==> src/logic/qpv_pkg.sv <==
// Package of constants and types for the quadrature position and velocity block.
package qpv_pkg;

	// ************************************************************
	// Register map
	// ************************************************************
	localparam logic [7:0] ADDR_CTRL = 8'h00;
	localparam logic [7:0] ADDR_POSITION = 8'h04;
	localparam logic [7:0] ADDR_MAX_POS = 8'h08;
	localparam logic [7:0] ADDR_WINDOW = 8'h0C;
	localparam logic [7:0] ADDR_VELOCITY = 8'h10;
	localparam logic [7:0] ADDR_STATUS = 8'h14;
	localparam logic [7:0] ADDR_INT_STATUS = 8'h18;
	localparam logic [7:0] ADDR_INT_MASK = 8'h1C;
	localparam logic [7:0] ADDR_ACCUM = 8'h20;

	// ************************************************************
	// Control fields
	// ************************************************************
	localparam int CTRL_ENABLE_BIT = 0;
	localparam int CTRL_BOTH_BIT = 1;
	localparam int CTRL_RESET_IDX_BIT = 2;
	localparam int CTRL_VEL_EN_BIT = 3;
	localparam int CTRL_PREDIV_LSB = 4;
	localparam int CTRL_PREDIV_W = 3;
	localparam int CTRL_W = 7;

	// ************************************************************
	// Status and interrupt fields
	// ************************************************************
	localparam int ST_DIR_BIT = 0;
	localparam int ST_ERR_BIT = 1;
	localparam int ST_REFERENCED_BIT = 2;
	localparam int INT_ERROR_BIT = 0;
	localparam int INT_DIR_BIT = 1;
	localparam int INT_TIMER_BIT = 2;
	localparam int INT_INDEX_BIT = 3;
	localparam int INT_W = 4;

	// ************************************************************
	// Reset values
	// ************************************************************
	localparam logic [31:0] RESET_MAX_POS = 32'hFFFF_FFFF;
	localparam logic [31:0] RESET_WINDOW = 32'h0000_0001;
	localparam logic [CTRL_W-1:0] RESET_CTRL = 7'h00;

	// ************************************************************
	// Bus state machine
	// ************************************************************
	typedef enum logic [0:0] {
		QPV_BUS_IDLE = 1'b0,
		QPV_BUS_DATA = 1'b1
	} qpv_bus_e;

endpackage

==> src/logic/qpv_step_if.sv <==
// Interface that carries decoded encoder steps from the decoder to the top.
`timescale 1ns/1ns
interface qpv_step_if;
	logic step;
	logic forward;
	logic index_seen;
	logic error;
	modport src (output step, output forward, output index_seen, output error);
	modport dst (input step, input forward, input index_seen, input error);
endinterface

==> src/logic/qpv_top.sv <==
// Quadrature position and velocity capture with an AHB-Lite register slave.
`timescale 1ns/1ns
module qpv_top (
	input wire logic hclk,
	input wire logic hresetn,
	input wire logic hsel,
	input wire logic [31:0] haddr,
	input wire logic [1:0] htrans,
	input wire logic hwrite,
	input wire logic [2:0] hsize,
	input wire logic [31:0] hwdata,
	input wire logic hready,
	output logic [31:0] hrdata,
	output logic hreadyout,
	output logic hresp,
	input wire logic phase_a_input,
	input wire logic phase_b_input,
	input wire logic index_input,
	output logic irq
);

	// ************************************************************
	// State
	// ************************************************************
	typedef struct packed {
		qpv_pkg::qpv_bus_e bus;
		logic wr;
		logic [7:0] addr;
		logic [31:0] hrdata;
		logic [qpv_pkg::CTRL_W-1:0] ctrl;
		logic [31:0] position;
		logic [31:0] max_pos;
		logic [31:0] window;
		logic [31:0] timer;
		logic [31:0] accum;
		logic [31:0] velocity;
		logic [6:0] prediv_cnt;
		logic vel_en_d;
		logic direction;
		logic error;
		logic referenced;
		logic [qpv_pkg::INT_W-1:0] int_status;
		logic [qpv_pkg::INT_W-1:0] int_mask;
		logic irq;
	} qpv_s;

	qpv_s r;
	qpv_s next_r;

	qpv_step_if steps ();

	qpv_decoder u_decoder (
		.hclk(hclk),
		.hresetn(hresetn),
		.count_both_phases(r.ctrl[qpv_pkg::CTRL_BOTH_BIT]),
		.phase_a_input(phase_a_input),
		.phase_b_input(phase_b_input),
		.index_input(index_input),
		.steps(steps)
	);

	// ************************************************************
	// Combinational next state
	// ************************************************************
	logic enable;
	logic reset_on_index_mode;
	logic vel_en;
	logic [2:0] velocity_predivider;
	logic [6:0] div_mask;
	logic div_pulse;
	logic window_done;
	logic [qpv_pkg::INT_W-1:0] events;
	logic bus_start;
	logic rd_status;

	always_comb begin
		next_r = r;
		enable = r.ctrl[qpv_pkg::CTRL_ENABLE_BIT];
		reset_on_index_mode = r.ctrl[qpv_pkg::CTRL_RESET_IDX_BIT];
		vel_en = r.ctrl[qpv_pkg::CTRL_VEL_EN_BIT];
		velocity_predivider = r.ctrl[qpv_pkg::CTRL_PREDIV_LSB +: qpv_pkg::CTRL_PREDIV_W];
		div_mask = 7'((32'h1 << velocity_predivider) - 32'h1);
		div_pulse = 1'b0;
		window_done = 1'b0;
		events = '0;
		rd_status = 1'b0;

		// Position integrator.
		if (enable) begin
			if (steps.step) begin
				next_r.direction = steps.forward;
				if (steps.forward != r.direction) begin
					events[qpv_pkg::INT_DIR_BIT] = 1'b1;
				end
				if (steps.forward) begin
					next_r.position = (r.position >= r.max_pos) ? 32'h0 : r.position + 32'h1;
				end else begin
					next_r.position = (r.position == 32'h0) ? r.max_pos : r.position - 32'h1;
				end
			end
			if (steps.index_seen) begin
				events[qpv_pkg::INT_INDEX_BIT] = 1'b1;
				if (reset_on_index_mode) begin
					next_r.referenced = 1'b1;
					next_r.position = r.direction ? 32'h0 : r.max_pos;
				end
			end
			if (steps.error) begin
				next_r.error = 1'b1;
				events[qpv_pkg::INT_ERROR_BIT] = 1'b1;
			end
		end

		// Velocity capture; a window length of zero acts as a window of one.
		next_r.vel_en_d = vel_en;
		if (vel_en && !r.vel_en_d) begin
			next_r.accum = 32'h0;
			next_r.timer = 32'h0;
			next_r.prediv_cnt = 7'h0;
		end else if (vel_en && enable) begin
			if (steps.step) begin
				next_r.prediv_cnt = (r.prediv_cnt & div_mask) == div_mask ? 7'h0 : r.prediv_cnt + 7'h1;
				div_pulse = (r.prediv_cnt & div_mask) == div_mask;
			end
			window_done = (r.timer + 32'h1) >= r.window;
			if (window_done) begin
				next_r.velocity = r.accum + {31'h0, div_pulse};
				next_r.accum = 32'h0;
				next_r.timer = 32'h0;
				events[qpv_pkg::INT_TIMER_BIT] = 1'b1;
			end else begin
				next_r.accum = r.accum + {31'h0, div_pulse};
				next_r.timer = r.timer + 32'h1;
			end
		end

		// AHB-Lite slave: zero wait states, response always OKAY.
		bus_start = hsel && hready && htrans[1];
		if (r.bus == qpv_pkg::QPV_BUS_DATA) begin
			if (r.wr) begin
				if (r.addr == qpv_pkg::ADDR_CTRL) begin
					next_r.ctrl = hwdata[qpv_pkg::CTRL_W-1:0];
				end else if (r.addr == qpv_pkg::ADDR_POSITION) begin
					next_r.position = hwdata;
				end else if (r.addr == qpv_pkg::ADDR_MAX_POS) begin
					next_r.max_pos = hwdata;
				end else if (r.addr == qpv_pkg::ADDR_WINDOW) begin
					next_r.window = hwdata;
				end else if (r.addr == qpv_pkg::ADDR_STATUS) begin
					// A new error in the same cycle as the clear wins over it.
					next_r.error = (r.error & ~hwdata[qpv_pkg::ST_ERR_BIT]) | (enable & steps.error);
				end else if (r.addr == qpv_pkg::ADDR_INT_MASK) begin
					next_r.int_mask = hwdata[qpv_pkg::INT_W-1:0];
				end
			end else if (r.addr == qpv_pkg::ADDR_INT_STATUS) begin
				rd_status = 1'b1;
			end
		end
		next_r.bus = bus_start ? qpv_pkg::QPV_BUS_DATA : qpv_pkg::QPV_BUS_IDLE;
		next_r.wr = bus_start && hwrite;
		next_r.addr = haddr[7:0];
		next_r.hrdata = 32'h0;
		if (bus_start && !hwrite) begin
			if (haddr[7:0] == qpv_pkg::ADDR_CTRL) begin
				next_r.hrdata = {25'h0, r.ctrl};
			end else if (haddr[7:0] == qpv_pkg::ADDR_POSITION) begin
				next_r.hrdata = r.position;
			end else if (haddr[7:0] == qpv_pkg::ADDR_MAX_POS) begin
				next_r.hrdata = r.max_pos;
			end else if (haddr[7:0] == qpv_pkg::ADDR_WINDOW) begin
				next_r.hrdata = r.window;
			end else if (haddr[7:0] == qpv_pkg::ADDR_VELOCITY) begin
				next_r.hrdata = r.velocity;
			end else if (haddr[7:0] == qpv_pkg::ADDR_STATUS) begin
				next_r.hrdata = {29'h0, r.referenced, r.error, r.direction};
			end else if (haddr[7:0] == qpv_pkg::ADDR_INT_STATUS) begin
				next_r.hrdata = {28'h0, r.int_status};
			end else if (haddr[7:0] == qpv_pkg::ADDR_INT_MASK) begin
				next_r.hrdata = {28'h0, r.int_mask};
			end else if (haddr[7:0] == qpv_pkg::ADDR_ACCUM) begin
				next_r.hrdata = r.accum;
			end
		end

		// Sticky interrupt status: a new event wins over the clear by read.
		// Only the bits that the read returned are cleared, so an event during the address phase survives.
		next_r.int_status = (rd_status ? (r.int_status & ~r.hrdata[qpv_pkg::INT_W-1:0]) : r.int_status) | events;
		next_r.irq = |(next_r.int_status & r.int_mask);
	end

	always_ff @(posedge hclk or negedge hresetn) begin
		if (!hresetn) begin
			r <= '0;
			r.ctrl <= qpv_pkg::RESET_CTRL;
			r.max_pos <= qpv_pkg::RESET_MAX_POS;
			r.window <= qpv_pkg::RESET_WINDOW;
			r.direction <= 1'b1;
		end else begin
			r <= next_r;
		end
	end

	assign hrdata = r.hrdata;
	assign hreadyout = 1'b1;
	assign hresp = 1'b0;
	assign irq = r.irq;
endmodule // qpv_top

==> src/logic/qpv_decoder.sv <==
// Synchroniser and quadrature edge decoder.
`timescale 1ns/1ns
module qpv_decoder (
	input wire logic hclk,
	input wire logic hresetn,
	input wire logic count_both_phases,
	input wire logic phase_a_input,
	input wire logic phase_b_input,
	input wire logic index_input,
	qpv_step_if.src steps
);
	typedef struct packed {
		logic [2:0] a_sync;
		logic [2:0] b_sync;
		logic [2:0] i_sync;
		logic a;
		logic b;
		logic i;
		logic step;
		logic forward;
		logic index_seen;
		logic error;
	} qpv_dec_s;

	qpv_dec_s r;
	qpv_dec_s next_r;

	always_comb begin
		next_r = r;
		next_r.a_sync = {r.a_sync[1:0], phase_a_input};
		next_r.b_sync = {r.b_sync[1:0], phase_b_input};
		next_r.i_sync = {r.i_sync[1:0], index_input};
		// A change counts only once the second and third stages agree.
		if (r.a_sync[1] == r.a_sync[2]) begin
			next_r.a = r.a_sync[2];
		end
		if (r.b_sync[1] == r.b_sync[2]) begin
			next_r.b = r.b_sync[2];
		end
		if (r.i_sync[1] == r.i_sync[2]) begin
			next_r.i = r.i_sync[2];
		end
		next_r.step = 1'b0;
		next_r.error = 1'b0;
		next_r.index_seen = next_r.i & ~r.i;
		if ((next_r.a != r.a) && (next_r.b != r.b)) begin
			next_r.error = 1'b1;
		end else if (next_r.a != r.a) begin
			next_r.step = 1'b1;
			next_r.forward = next_r.a ^ r.b;
		end else if ((next_r.b != r.b) && count_both_phases) begin
			next_r.step = 1'b1;
			next_r.forward = ~(next_r.b ^ r.a);
		end
	end

	always_ff @(posedge hclk or negedge hresetn) begin
		if (!hresetn) begin
			r <= '0;
		end else begin
			r <= next_r;
		end
	end

	assign steps.step = r.step;
	assign steps.forward = r.forward;
	assign steps.index_seen = r.index_seen;
	assign steps.error = r.error;
endmodule // qpv_decoder

==> config.mk <==
export PLATFORM = sky130hd
export DESIGN_NAME = qpv_top
export DESIGN_NICKNAME = d
export VERILOG_FILES = /design/src/logic/qpv_pkg.sv /design/src/logic/qpv_step_if.sv /design/src/logic/qpv_top.sv /design/src/logic/qpv_decoder.sv
export SDC_FILE = /design/constraint.sdc
export NUM_CORES = 1
export LEC_CHECK = 0
export BUFFER_PORTS_ARGS = -buffer_cell sky130_fd_sc_hd__buf_2
export CAP_MARGIN = 30
export CORE_UTILIZATION = 46
export CTS_CLUSTER_SIZE = 20
export DETAILED_ROUTE_END_ITERATION = 7
export PLACE_DENSITY = 0.77
export SYNTH_ARGS = -nofsm -noshare
export SYNTH_HDL_FRONTEND = slang
export SYNTH_HIERARCHICAL = 1
export SYNTH_SLANG_ARGS = --single-unit
export TNS_END_PERCENT = 50
==> constraint.sdc <==
create_clock -name hclk -period 4.4 [get_ports hclk]
set_input_delay 1.32 -clock hclk [delete_from_list [all_inputs] [get_ports hclk]]
set_output_delay 1.32 -clock hclk [all_outputs]
set_load 0.005 [all_outputs]
=== Yosys cells after proc, flatten, opt, wreduce, memory -nomap -nowiden ===
Index checks and enable logic that the tools add are counted.

* Bitwise logic cells: 21
* Add/subtract/negate cells: 6
* Magnitude comparators: 2
* Equality and inequality tests: 21
* Shift-type cells: 1
* Div/mod/pow operators: 0
* Reduce and logical (&&, ||, !) cells: 26
* Multipliers: 0
* Multiplexer cells: 68

{| class="wikitable"
|+ Operator list
! operator !! number
|-
| two-way mux 32 bit || 23
|-
| two-way mux 96 bit || 3
|-
| two-way mux 64 bit || 3
|-
| two-way mux 103 bit || 1
|-
| adder 32 x 1 -> 32 bit, second input constant || 2
|-
| greater-or-equal comparator 32 bit || 2
|-
| == test 8 x 5 -> 1 bit, second input constant || 7
|-
| adder 32 x 1 -> 32 bit || 1
|-
| == test 8 x 4 -> 1 bit, second input constant || 4
|-
| zero test 32 bit || 1
|-
| subtractor 32 x 1 -> 32 bit, second input constant || 1
|-
| two-way mux 1 bit || 29
|-
| two-way mux 7 bit || 3
|-
| == test 8 x 3 -> 1 bit, second input constant || 2
|-
| zero test 8 bit || 2
|-
| two-way mux 2 bit || 5
|-
| NOT 1 bit || 10
|-
| AND reduction 3 bit || 3
|-
| bitwise AND 4 bit || 2
|-
| == test 8 x 6 -> 1 bit, second input constant || 1
|-
| logical AND 1 bit || 8
|-
| AND reduction 8 bit || 1
|-
| adder 7 x 1 -> 7 bit, second input constant || 1
|-
| bitwise AND 7 bit || 1
|-
| 17 further kinds || 29
|}

* ROM bits: 0
* Memories kept: 0
* Bits in registers: 277
* Memory bits (writable): 0
* Bits in latches: 0
* Input port bits: 77

=== Depth between registers and ports, before layout ===
* Depth after elaboration: 11
* Depth in mapped cells: 19

=== Modules after synthesis ===
Netlist, hierarchy kept.

{| class="wikitable"
|+ By module, submodules not included
! module !! cells each !! area an instance (µm²) !! seq. area each (µm²) !! times used
|-
| qpv_top || 1944 || 16584.7 || 6573.8 || 1
|-
| qpv_decoder || 50 || 601.8 || 400.4 || 1
|}

=== Worst setup path before layout ===
Ideal clock, no wire load.

* Path type: register to register
* From: reg r[84] (netlist bit)
* To: reg r[79] (netlist bit)
* Clock period less this slack: 4284 ps
* Path buffers: 2
* Arrival time: 4216 ps
* Data required time: 4331 ps
* Cell stages (with the launch flop): 18
* Slack: 116 ps
* Cell sequence: dfrtp_1 > nand4_1 > nor4_1 > nand2_1 > nor3_2 > nand3_1 > xnor2_1 > ha_1 > a21o_1 > a21o_1 > a21oi_1 > o21ai_0 > or2_1 > nor3_1 > clkbuf_1 > buf_2 > nand3_1 > nand3_1

* Word-level cells in the longest chain between the ends: 5

{| class="wikitable"
|+ RTL lines
! element !! line !! source
|-
| from (decl) || qpv_top.sv:47 || <nowiki>qpv_s r;</nowiki>
|-
| from (signal assigned) || qpv_top.sv:199 || <nowiki>r <= next_r;</nowiki>
|-
| adder 32 x 1 -> 32 bit || qpv_top.sv:125 || <nowiki>window_done = (r.timer + 32'h1) >= r.window;</nowiki>
|-
| greater-or-equal comparator 32 bit || qpv_top.sv:125 ||
|-
| two-way mux 64 bit || qpv_top.sv:126 || <nowiki>if (window_done) begin</nowiki>
|-
| two-way mux 103 bit || qpv_top.sv:120 || <nowiki>end else if (vel_en && enable) begin</nowiki>
|-
| two-way mux 64 bit || qpv_top.sv:116 || <nowiki>if (vel_en && !r.vel_en_d) begin</nowiki>
|}

Every way passes these cells. The select of a mux whose other input is x is not followed.
A chain may end at the register's enable or synchronous reset.

=== Worst setup path in the final report ===
* From: reg r[84] (netlist bit)
* To: reg r[20] (netlist bit)

* Word-level cells in the longest chain between the ends: 3

{| class="wikitable"
|+ RTL lines
! element !! line
|-
| adder 32 x 1 -> 32 bit || qpv_top.sv:125
|-
| greater-or-equal comparator 32 bit || qpv_top.sv:125
|-
| AND reduction 3 bit (no line) || -
|}

Every way passes these cells.

==> results.md <==
- Sequential element share of the synthesized area: 0.4058
- Least-Margin Pin Slew: 0.9462 ns
- Async SR Flop Fraction: 1.000
- Number of library cell types mapped by synthesis: 84
- Mapped Area: 0.01719 mm2
- Share of layout cells above drive strength 1: 0.1377
- CP most frequent cell: ha_1
- GRT Total Usage: 0.2799
- Final Non-Filler Cells: 2481
- Mapped Cells: 1994
- Final Util: 0.5175
- EDFF count, synth: 0
- Hold Path Class: flip-flop to flip-flop
- CP Launch Point: r[84]
- Count of input and output buffers: 81
- Final Hold Vio Count: 0
- Initial antenna violation count: 1
- WL per Instance: 21.63 um
- # rows: 70
- R2R setup slack: 0.26 ns
- RSZ-0062 raised after global routing: yes
- R2R depth: 16
- Final Setup Violations: 0
- XOR/XNOR share of the synthesized area: 0.04841
- Final worst path period need: 4.140 ns
- Placed wire-length estimate: 38350 um
- Drt total wl: 53670 um
- CTS Buffer Depth: 3
- Setup_tns: 0 ns
- Residual DRC: 0
- Placed cell count: 2423
- Root Driver: clkbuf_16
- First-pass GRT wire length: 83750 um
- Leak pwr: 8.394 nW
- Die area: 0.03814 mm2
- Grt total ovfl: 0
- Final slew viol count: 0
- Worst Path Arrival: 4.60 ns
- TritonCTS clock tree: built
- Reg2reg start: r[84]
- Worst reg2reg endpoint: r[20]
- Fin crit share: 0.9408
- Placer Congestion: 1.037
- Fmax: 241.6 MHz
- Synth Area in Adders: 0.05285
- Most used flip-flop cell after synthesis: dfrtp_1
- Worst stage delay on the critical path: 0.42 ns
- Relative slew slack: 0.3625
- Mux share of post-synthesis cell area: 0.02752
- Core footprint: 0.03670 mm2
- Largest family of logic cells by synthesized area: compound AO/OA/AOI/OAI gates
- DP Worst Slack: 0.2041 ns
- DRT Pass-1 Iters: 6
- DIE WIDTH: 195.3 um
- Vias/cell: 6.317
- #FFs+latches synth: 277
- Crit path cell chain: ha_1, nand3_1, nor2_1, nand2_1, or3_1, nor2_2, and2_1, xor2_1, ha_1, a21o_1, a21oi_1, o21ai_0, or2_1, o21ai_4, buf_12, mux2_2
- Post-DP Area: 0.01792 mm2
- Initial Utilization: 0.4683
- WHS: 0.3466 ns
- Height of the die: 195.3 um
- VDD IR max: 273.6 uV
- Post-synth net total: 2142
- CP Launch Type: flip-flop
- CP max FO: 59
- Total power: 7.119 mW
- H-Tree Depth: 1
- Biggest area consumer among synthesized cells: dfrtp_1
- Power per cell area: 374.9 mW/mm2
- Via Count: 15670
- Setup Buffers After CTS: 0
- Num CTS Buffers: 31
- Crit path to: r[20]
- Largest net degree at the start of global routing: 85
- Area Growth Syn to Fin: 10.50%
- Status: finished clean
- CP max stage cell: dfrtp_1
- CP Class: flip-flop to flip-flop
- Avg Cell Area, Syn: 8.619 um2
- Clk Latency, worst-skew pair: 0.58 ns
- Design Area, Final: 0.01899 mm2
- Num Clock Sinks: 277
- Clock transition at the registers of the reported paths: 0.06 ns
- Fin Clk Skew: 0.01693 ns
- Total Nets Final: 2136
- Filler instances: 3224
- Crit. End Element: flip-flop
- Post-synthesis simple-gate area fraction: 0.1913
- I/O pins: 112
- Hold wc startpoint: u_decoder/next_r[8]
- Synth Area in Compound Gates: 0.2068
- YS warnings: 6
- Synth area leaders: dfrtp_1 (35%), nand2_1 (5.7%), dfstp_2 (5.2%), ha_1 (5.2%), o21ai_0 (4.9%)
- Hold Path Depth: 0
- Worst endpoint required time: 4.86 ns
- DRT iter0 DRCs: 2412
- PnR worst setup slack: 0.2605 ns
- Vias in the first global route: 14720
- Max Cap Violations: 0
- Post-route ant nets: 0
- Synth top area share: 0.3538
-- cell families (layout without fill, tap and decap cells) --
| group | count (synthesis) | in the layout |
|---|---|---|
| multiplexers | 44 | 44 |
| flip-flops | 277 | 277 |
| other | 2 | 3 |
| AO/OA/AOI/OAI | 552 | 552 |
| XOR/XNOR | 95 | 95 |
| buffers and inverters | 264 | 282 |
| AND/OR/NAND/NOR | 687 | 687 |
| adder cells (fa/ha/maj) | 73 | 73 |
-- layout make-up --
class	count	area, um2	area share
antenna	1	2.502	0.0001318
clock buffer	45	948.4	0.04994
clock inverter	12	97.59	0.005139
inverter	94	352.8	0.01858
multi-input combinational	1453	9159	0.4823
sequential	277	6974	0.3672
tap	468	585.6	0.03083
timing repair buffer	131	870.8	0.04586
-- per-layer routing --
layer | GRT usage | vias up | share of wire
met5 | 0 | - | 0
met4 | 0.1038 | 0 | 0.034
met3 | 0.04784 | 120 | 0.10
met2 | 0.4366 | 834 | 0.45
met1 | 0.3897 | 7586 | 0.41
li1 | - | 7133 | -
-- flip-flops by register name, indices dropped and copies added (netlist names) --
name and flops:
enable 1, hrdata 32, irq 1, next_r 1, r 226, u_decoder/next_r 6, u_decoder/r 6, u_decoder/steps.error 1
u_decoder/steps.forward 1, u_decoder/steps.index_seen 1, u_decoder/steps.step 1
-- worst min-delay path by stage --
| stage | to | slack (ns) |
|---|---|---|
| 2_1_floorplan | u_decoder/next_r[12] | 0.33 |
| 3_3_place_gp | u_decoder/next_r[12] | 0.33 |
| 3_5_place_dp | u_decoder/next_r[9] | 0.34 |
| 4_1_cts | u_decoder/next_r[9] | 0.35 |
| 5_1_grt | u_decoder/next_r[9] | 0.35 |
| 6_report | u_decoder/next_r[9] | 0.35 |
-- critical path, delay by kind of cell, from the launching register on --
family	cells	cell delay [ns]
DFF	1	0.42
muxes	1	0.37
xor gates and xnor gates	1	0.22
adders and majority gates	2	0.50
and+or+nand+nor	7	1.59
AOI/OAI and AO/OA	4	0.64
buffers and inverters	1	0.25
-- synthesized netlist by cell type, drive strengths merged (4+ instances only) --
cell type  count
a21o          11
nor2         113
or3           31
a222oi        20
o311ai        11
xnor2         51
and3          33
a22oi          5
dfrtp        243
a221oi        23
and4          10
inv           92
xor2          44
o211ai        12
a311oi         4
a211oi        23
nand2        263
a22o          33
and2          13
o21ai        193
clkbuf       120
a2111oi        6
a211o          7
nor3          43
a31oi          9
or4            5
dfstp         34
buf           50
ha            71
a221o          5
o21a           5
o22ai          6
nand3         87
nor4          19
a21oi        135
or2            7
mux2i         18
nand4         33
o31ai         14
nand2b        10
mux2          26
-- layout by cell type, fill, tap and decap left out, types with 51 or more instances in the layout --
| cell type | instances |
|---|---|
| nor2_1 | 111 |
| o21ai_0 | 167 |
| ha_1 | 71 |
| nand3_1 | 87 |
| xnor2_1 | 51 |
| a21oi_1 | 135 |
| dfrtp_1 | 243 |
| buf_2 | 80 |
| inv_1 | 92 |
| nand2_1 | 263 |
-- where the power goes --
part | internal [mW] | leakage (nW) | switching (mW)
Sequential | 2.69 | 3.40 | 0.468
Combinational | 0.546 | 4.47 | 0.762
Clock | 1.55 | 0.521 | 1.11
-- repair_timing --
action | CTS | global route
resized for setup | 0 | 5
endpoints found under the hold margin | 0 | 0
hold buffers | 0 | 0
endpoints found under the setup margin | 0 | 31
Power figures use the tool's default switching activity.
